## src/hw/sss_consts.vh

```
// Constants of the setpoint source selector: register map, codes, fields
`ifndef SSS_CONSTS_VH
`define SSS_CONSTS_VH
// Register offsets (word index on the plain port)
`define SSS_REG_TRIG_A 4'h0
`define SSS_REG_TRIG_B 4'h1
`define SSS_REG_CFG 4'h2
`define SSS_REG_KEYPAD 4'h3
`define SSS_REG_STATUS 4'h4
`define SSS_REG_SETPOINT 4'h5
`define SSS_REG_DIN 4'h6
`define SSS_REG_PRESET 4'h8
// Trigger source codes
`define SSS_SRC_NEVER 5'h00
`define SSS_SRC_ALWAYS 5'h01
`define SSS_SRC_DIN_FIRST 5'h0B
`define SSS_SRC_DIN_LAST 5'h0E
// Trigger slot positions in TRIG_A (five bits each)
`define SSS_SLOT_RUN 0
`define SSS_SLOT_REV 1
`define SSS_SLOT_AI1 2
`define SSS_SLOT_AI2 3
`define SSS_SLOT_KEY 4
// Trigger slot positions in TRIG_B
`define SSS_SLOT_PB0 0
`define SSS_SLOT_PB1 1
`define SSS_SLOT_PB2 2
`define SSS_SLOT_PB3 3
// Default source codes
`define SSS_DEF_KEYPAD 2'h1
`define SSS_DEF_AI1 2'h2
`define SSS_DEF_AI2 2'h3
// Control modes selecting the preset table
`define SSS_MODE_FREQ 2'h0
`define SSS_MODE_PROC 2'h1
`define SSS_MODE_TORQ 2'h2
// Stop methods
`define SSS_STOP_COAST 1'h0
`define SSS_STOP_RAMP 1'h1
// Active source codes reported in status
`define SSS_ACT_KEYPAD 3'h1
`define SSS_ACT_AI1 3'h2
`define SSS_ACT_AI2 3'h3
`define SSS_ACT_PRESET 3'h4
`define SSS_ACT_NET 3'h5
// Reset values
`define SSS_RST_TRIG_A 32'h00000000
`define SSS_RST_TRIG_B 32'h00000000
`define SSS_RST_CFG 32'h00000003
`define SSS_RST_KEYPAD 16'h00C8
`define SSS_KEY_STEP 16'h0001
`endif

```

## src/hw/sss_trigger_map.v

```verilog
// Trigger source decoder: maps one source code to an active level
`timescale 1ns/1ps
`include "sss_consts.vh"
module sss_trigger_map (
  // Source code and digital inputs
  input wire [4:0] code,
  input wire [3:0] din,
  // Decoded level
  output reg active
);
  // Codes outside the known set read as never active
  always @* begin
    active = 1'b0;
    if (code == `SSS_SRC_ALWAYS) begin
      active = 1'b1;
    end else if (code >= `SSS_SRC_DIN_FIRST && code <= `SSS_SRC_DIN_LAST) begin
      active = din[code[1:0] - 2'h3];
    end
  end
endmodule // sss_trigger_map

```

## src/hw/sss_selector.v

```verilog
// Setpoint source selector: trigger mapping, priority, presets, run and direction
//
// Overview of operation
// No trigger or preset: use default source
// Both analog triggers: analog input one wins
// Run trigger drives forward; release stops motor
// Reverse trigger turns motor the other way
// Keypad trigger overrides default; clears to default
// Keypad active: up/down keys adjust keypad setpoint (code: only while motor_run is high)
// Four preset bits form binary preset number
// All preset bits false: no preset selected
// Preset value from table of control mode
// Nonzero preset overrides keypad source
// Codes: 0 never, 1 always, 11-14 inputs
// Presets 8-15 need bit-3 input wired externally
// Earlier selection trigger beats later ones
// Network mode ignores local selection triggers
// Sample every cycle; switch next cycle cleanly
//
// Strobed register access and the placing of the registers are this design's own decisions.
`timescale 1ns/1ps
`include "sss_consts.vh"
module sss_selector #(
  parameter SP_W = 16,
  parameter NPRESET = 15
) (
  // Clock and reset
  input wire clk,
  input wire rst,
  // Register port
  input wire [3:0] reg_addr_hi,
  input wire [3:0] reg_addr,
  input wire [31:0] reg_wdata,
  input wire reg_wr,
  input wire reg_rd,
  output reg [31:0] reg_rdata,
  // Field inputs
  input wire [3:0] digital_in,
  input wire [SP_W-1:0] analog_input_one,
  input wire [SP_W-1:0] analog_input_two,
  input wire [SP_W-1:0] network_setpoint,
  input wire network_mode_flag,
  input wire key_up,
  input wire key_down,
  // Motor setpoint path
  output reg [SP_W-1:0] setpoint_out,
  output reg motor_run,
  output reg motor_reverse,
  output reg stop_ramp,
  output reg [2:0] active_source
);
  // Configuration registers
  reg [31:0] trig_a_reg;
  reg [31:0] trig_b_reg;
  reg [31:0] cfg_reg;
  reg [SP_W-1:0] keypad_reg;
  reg [SP_W-1:0] keypad_next;
  reg [SP_W-1:0] ptab_reg [0:3*NPRESET-1];
  reg [3:0] din_reg;
  reg key_up_reg;
  reg key_down_reg;
  reg up_prev_reg;
  reg down_prev_reg;
  reg [SP_W-1:0] sp_next;
  reg [2:0] src_next;
  reg [3:0] preset_num;
  reg [5:0] ptab_idx;
  wire [8:0] trig;
  wire [1:0] def_src;
  wire [1:0] ctrl_mode;

  assign def_src = cfg_reg[1:0];
  assign ctrl_mode = cfg_reg[3:2];

  // One decoder per trigger slot, on registered inputs
  genvar g;
  generate
    for (g = 0; g < 5; g = g + 1) begin : g_trig_a
      sss_trigger_map u_map (
        .code(trig_a_reg[5*g+4:5*g]),
        .din(din_reg),
        .active(trig[g])
      );
    end
    for (g = 0; g < 4; g = g + 1) begin : g_trig_b
      sss_trigger_map u_map (
        .code(trig_b_reg[5*g+4:5*g]),
        .din(din_reg),
        .active(trig[5+g])
      );
    end
  endgenerate

  // Register writes and input sampling
  always @(posedge clk or posedge rst) begin
    if (rst) begin
      trig_a_reg <= `SSS_RST_TRIG_A;
      trig_b_reg <= `SSS_RST_TRIG_B;
      cfg_reg <= `SSS_RST_CFG;
      din_reg <= 4'h0;
      key_up_reg <= 1'b0;
      key_down_reg <= 1'b0;
      up_prev_reg <= 1'b0;
      down_prev_reg <= 1'b0;
    end else begin
      din_reg <= digital_in;
      key_up_reg <= key_up;
      key_down_reg <= key_down;
      up_prev_reg <= key_up_reg;
      down_prev_reg <= key_down_reg;
      if (reg_wr && reg_addr_hi == 4'h0) begin
        case (reg_addr)
          `SSS_REG_TRIG_A: trig_a_reg <= {7'h00, reg_wdata[24:0]};
          `SSS_REG_TRIG_B: trig_b_reg <= {12'h000, reg_wdata[19:0]};
          `SSS_REG_CFG: cfg_reg <= {27'h0000000, reg_wdata[4:0]};
          default: ;
        endcase
      end
    end
  end

  // Preset tables: address hi 1..3 selects table, low nibble the preset 1..15
  always @(posedge clk) begin
    if (reg_wr && reg_addr_hi != 4'h0 && reg_addr_hi[3:2] == 2'b00 && reg_addr != 4'h0) begin
      ptab_reg[(reg_addr_hi[1:0] - 2'h1) * NPRESET + reg_addr - 1] <= reg_wdata[SP_W-1:0];
    end
  end

  // Keypad setpoint: software write, or edge of arrow key while keypad rules and the motor runs
  always @* begin
    keypad_next = keypad_reg;
    if (active_source == `SSS_ACT_KEYPAD && motor_run) begin
      if (key_up_reg && !up_prev_reg && keypad_reg != {SP_W{1'b1}}) begin
        keypad_next = keypad_reg + `SSS_KEY_STEP;
      end else if (key_down_reg && !down_prev_reg && keypad_reg != {SP_W{1'b0}}) begin
        keypad_next = keypad_reg - `SSS_KEY_STEP;
      end
    end
    if (reg_wr && reg_addr_hi == 4'h0 && reg_addr == `SSS_REG_KEYPAD) begin
      keypad_next = reg_wdata[SP_W-1:0];
    end
  end

  always @(posedge clk or posedge rst) begin
    if (rst) begin
      keypad_reg <= `SSS_RST_KEYPAD;
    end else begin
      keypad_reg <= keypad_next;
    end
  end

  // Source priority; decided fully before the output register, so no glitch
  always @* begin
    preset_num = {trig[8], trig[7], trig[6], trig[5]};
    ptab_idx = 6'h00;
    src_next = `SSS_ACT_KEYPAD;
    sp_next = keypad_reg;
    case (def_src)
      `SSS_DEF_AI1: begin
        src_next = `SSS_ACT_AI1;
        sp_next = analog_input_one;
      end
      `SSS_DEF_AI2: begin
        src_next = `SSS_ACT_AI2;
        sp_next = analog_input_two;
      end
      default: begin
        src_next = `SSS_ACT_KEYPAD;
        sp_next = keypad_reg;
      end
    endcase
    if (network_mode_flag) begin
      src_next = `SSS_ACT_NET;
      sp_next = network_setpoint;
    end else if (preset_num != 4'h0) begin
      ptab_idx = ctrl_mode[1] ? 6'd30 : (ctrl_mode[0] ? 6'd15 : 6'd0);
      ptab_idx = ptab_idx + {2'b00, preset_num} - 6'd1;
      src_next = `SSS_ACT_PRESET;
      sp_next = ptab_reg[ptab_idx];
    end else if (trig[`SSS_SLOT_AI1]) begin
      src_next = `SSS_ACT_AI1;
      sp_next = analog_input_one;
    end else if (trig[`SSS_SLOT_AI2]) begin
      src_next = `SSS_ACT_AI2;
      sp_next = analog_input_two;
    end else if (trig[`SSS_SLOT_KEY]) begin
      src_next = `SSS_ACT_KEYPAD;
      sp_next = keypad_reg;
    end
  end

  // Output registers: one cycle after the sampled trigger change
  always @(posedge clk or posedge rst) begin
    if (rst) begin
      setpoint_out <= {SP_W{1'b0}};
      active_source <= `SSS_ACT_KEYPAD;
      motor_run <= 1'b0;
      motor_reverse <= 1'b0;
      stop_ramp <= 1'b1;
    end else begin
      setpoint_out <= sp_next;
      active_source <= src_next;
      motor_run <= trig[`SSS_SLOT_RUN];
      motor_reverse <= trig[`SSS_SLOT_REV];
      stop_ramp <= cfg_reg[4];
    end
  end

  // Read data one cycle after the strobe, zero otherwise
  always @(posedge clk or posedge rst) begin
    if (rst) begin
      reg_rdata <= 32'h00000000;
    end else begin
      reg_rdata <= 32'h00000000;
      if (reg_rd && reg_addr_hi == 4'h0) begin
        case (reg_addr)
          `SSS_REG_TRIG_A: reg_rdata <= trig_a_reg;
          `SSS_REG_TRIG_B: reg_rdata <= trig_b_reg;
          `SSS_REG_CFG: reg_rdata <= cfg_reg;
          `SSS_REG_KEYPAD: reg_rdata <= {{(32-SP_W){1'b0}}, keypad_reg};
          `SSS_REG_STATUS: reg_rdata <= {18'h00000, trig, motor_reverse, motor_run,
            active_source};
          `SSS_REG_SETPOINT: reg_rdata <= {{(32-SP_W){1'b0}}, setpoint_out};
          `SSS_REG_DIN: reg_rdata <= {28'h0000000, din_reg};
          default: reg_rdata <= 32'h00000000;
        endcase
      end else if (reg_rd && reg_addr_hi != 4'h0 && reg_addr_hi[3:2] == 2'b00
        && reg_addr != 4'h0) begin
        reg_rdata <= {{(32-SP_W){1'b0}},
          ptab_reg[(reg_addr_hi[1:0] - 2'h1) * NPRESET + reg_addr - 1]};
      end
    end
  end
endmodule // sss_selector

```

## config.mk

```make
export PLATFORM = sky130hd
export DESIGN_NAME = sss_selector
export DESIGN_NICKNAME = d
export VERILOG_FILES = /design/src/hw/sss_trigger_map.v /design/src/hw/sss_selector.v
export VERILOG_INCLUDE_DIRS = /design/src /design/src/hw
export SDC_FILE = /design/constraint.sdc
export NUM_CORES = 1
export LEC_CHECK = 0
export BUFFER_PORTS_ARGS = -buffer_cell sky130_fd_sc_hd__buf_2
export CAP_MARGIN = 25
export CORE_ASPECT_RATIO = 1.2
export CORE_UTILIZATION = 60
export DETAILED_ROUTE_END_ITERATION = 16
export GPL_ROUTABILITY_DRIVEN = 0
export MAX_ROUTING_LAYER = met4
export PLACE_DENSITY_LB_ADDON = 0.2
export SYNTH_ARGS = -nofsm -noshare
export SYNTH_HDL_FRONTEND = slang
export SYNTH_SLANG_ARGS = --single-unit
```

## constraint.sdc

```tcl
create_clock -name clk -period 5.5 [get_ports clk]
set_input_delay 1.375 -clock clk [delete_from_list [all_inputs] [get_ports clk]]
set_output_delay 1.375 -clock clk [all_outputs]
set_load 0.02 [all_outputs]
```

==> flow_summary.ini <==
[floorplanning]
start_util_pct = 61.1
ioPinCount = 153
floorplan.rows = 102
dieHeight_um = 284
core_area_sq_um = 65000
dieArea_sq_um = 67200
fp.dieW_um = 237

[sta]
period_share_pct = 97.2
setup_viol = 0
hold_viol = 0
relSlewSlack_pct = 23.9
tightestPinTransition_ns = 1.14
clock_skew_ns = 0.0296
period_minus_slack_ns = 5.35
tns_ns = 0
max_freq_mhz = 187
slew_viol_final = 0
rsz0062_at_grt = false

[drt]
dr.pass1.iters = 8
wire_per_inst_um = 35.1
vias = 29000
drt_iter0_markers = 5211
detail-route-antenna-nets = 0
vias_per_cell = 7.63
routed_wl_mm = 133
post-route-drc-count = 0

[cells_and_area]
stdcell_area_sq_um = 45700
largest_reg_flops = 720
layout_commonest_cell = edfxtp_1
seqCellArea_sq_um = 24700
nFillCells = 4114
utilization_pct = 70.4
final_cell_mix = edfxtp_1, o22ai_1, mux4_2, buf_4, buf_2
area_growth_pct = 15.3
nNetsFinal = 3057
multi_input_area_sq_um = 14200
drive_gt1_share_pct = 28.9

[cts]
cts_made_buffers = 84
h-tree-depth = 3
clk_latency_ns = 0.66
cts_tree = built
clockBufferDepth = 3
path_clk_slew_ns = 0.06
cts.sinks = 841
root_buffer = clkbuf_16
hold_buffers = 0

[setup_path]
cp-start-kind = flip-flop
r2r_start = trig_b_reg[5]
arrival_ns = 5.87
critical_path.startpoint = trig_b_reg[5]
critPathRequiredTime_ns = 6.02
worst-setup-path-type = reg -> reg
end_kind = flip-flop
crit_fanout = 20

[global_route]
grt_antenna_before_repair = 5
grt_use_total_pct = 41.0
grt_pass1_vias = 28800
overflow = 0
grt_max_degree = 54
grt_pass1_wl_mm = 192

[placement]
port_buffers = 138
place_hpwl_mm = 87.3
dpl_cell_area_sq_um = 43000

[logic_synthesis]
ys.flop_type = edfxtp_1
synth_area_sq_um = 39700
synth_async_sr_flop_share_pct = 14.4
ys_seq_elements = 841
ys_warn_count = 0
syn_avg_cell_area_sq_um = 15.1
netlist_instances = 2621
synth_top_area_share_pct = 54.5
synth_top_cell_by_area = edfxtp_1
yosysSeqAreaShare_pct = 62.1
synth_edf_count = 720
synth_cell_types = 82
synth.area.top_cells = edfxtp_1, mux4_2, dfrtp_1

[pwr]
p_switching_uw = 5850
p_seq_share_pct = 39.9
comb_power_share_pct = 29.3
internal_power_uw = 12300
total_leakage_power_uw = 0.0158
clkPwrFrac_pct = 30.8
peakVddDrop_mv = 0.291
power_density_nw_per_um2 = 397
p_sw_share_pct = 32.3

[flow_run]
cap_violations = 0

[hold_path]
hold_path.class = reg -> reg
min_from = key_down_reg

[run_status]
status = completed
-- synthesized netlist by cell type, drive strengths merged (44+ instances only) --
master / count
a21oi: 72
clkbuf: 62
dfrtp: 114
ha: 57
nor4: 57
mux2: 51
inv: 44
mux2i: 50
mux4: 230
o22ai: 296
nor2: 160
o21ai: 67
nand2: 99
buf: 138
edfxtp: 720
-- per-stage QoR --
step | cells | total power, uW | hold WS (ns) | setup slack [ns]
final | 3803 | 18100 | 0.382 | 0.151
after detailed placement | 3638 | 12400 | 0.373 | 0.0504
after CTS | 3792 | 17900 | 0.389 | 0.138
after global placement | 3638 | 12300 | 0.372 | 0.107
after global routing | 3801 | 18500 | 0.398 | 0.0589
after floorplan | 2627 | 10200 | 0.344 | 0.464
-- cell families after synthesis --
| logic type | count (synthesis) | synth area share (%) |
|---|---|---|
| AOI/OAI and AO/OA | 676 | 11.4 |
| xor gates and xnor gates | 22 | 0.523 |
| adders and majority gates | 61 | 2.00 |
| buffers and inverters | 244 | 2.89 |
| DFF | 841 | 62.1 |
| muxes | 331 | 15.8 |
| other | 1 | 0.00945 |
| and+or+nand+nor | 445 | 5.29 |
-- worst paths after layout --
kind                                   end  slack (ns)  depth (start not counted)
max                        setpoint_out[2]        0.15                         17
min                          down_prev_reg        0.38                          0
max reg2reg                setpoint_out[2]        0.15                         17
min reg2reg                  down_prev_reg        0.38                          0
max in group asynchronous   trig_a_reg[21]        3.63                          3
min in group asynchronous   keypad_reg[15]        0.82                          2
-- per-layer routing --
| metal | global-route usage, % | part of all wire (%) |
|---|---|---|
| met2 | 61.7 | 46 |
| met3 | 10.5 | 14 |
| met1 | 49.8 | 32 |
| met4 | 25.2 | 7.4 |
| met5 | - | 0 |
-- timing repair --
| action | 4_1_cts | 5_1_grt |
|---|---|---|
| endpoints found under the setup margin | 0 | 4 |
| buffers inserted | 0 | 1 |
| gates resized for setup | 0 | 1 |
| hold endpoints to repair | 0 | 0 |
-- critical path, stage by stage (launching register included) --
cell	delay (ns)
dfrtp_1	0.48
inv_1	0.07
ha_1	0.30
mux4_2	0.30
a32oi_1	0.25
or2_1	0.26
ha_1	0.27
inv_1	0.10
ha_4	0.14
inv_1	0.04
fa_4	1.08
buf_12	0.24
mux4_2	0.31
a211oi_1	0.38
a21oi_1	0.08
mux2i_1	0.40
a21oi_1	0.14
a221o_1	0.36
-- area by class of cell --
class	count	area share (%)
well taps	832	2.28
flip-flops and latches	841	53.9
multi-input cells	1542	31.0
clock buffers	105	4.84
diodes	6	0.0328
inverters	44	0.367
repair buffers	384	6.70
clock inverters	49	0.908
-- power by group through the flow --
stage	Clock (uW)	Combinational [uW]	Sequential, uW
after CTS	5580	5110	7230
after detailed placement	0	5070	7360
after global routing	5820	5450	7240
after floorplan	0	2860	7330
final	5580	5320	7240
after global placement	0	4970	7360
Note: power is estimated with default switching activity, not from simulation.
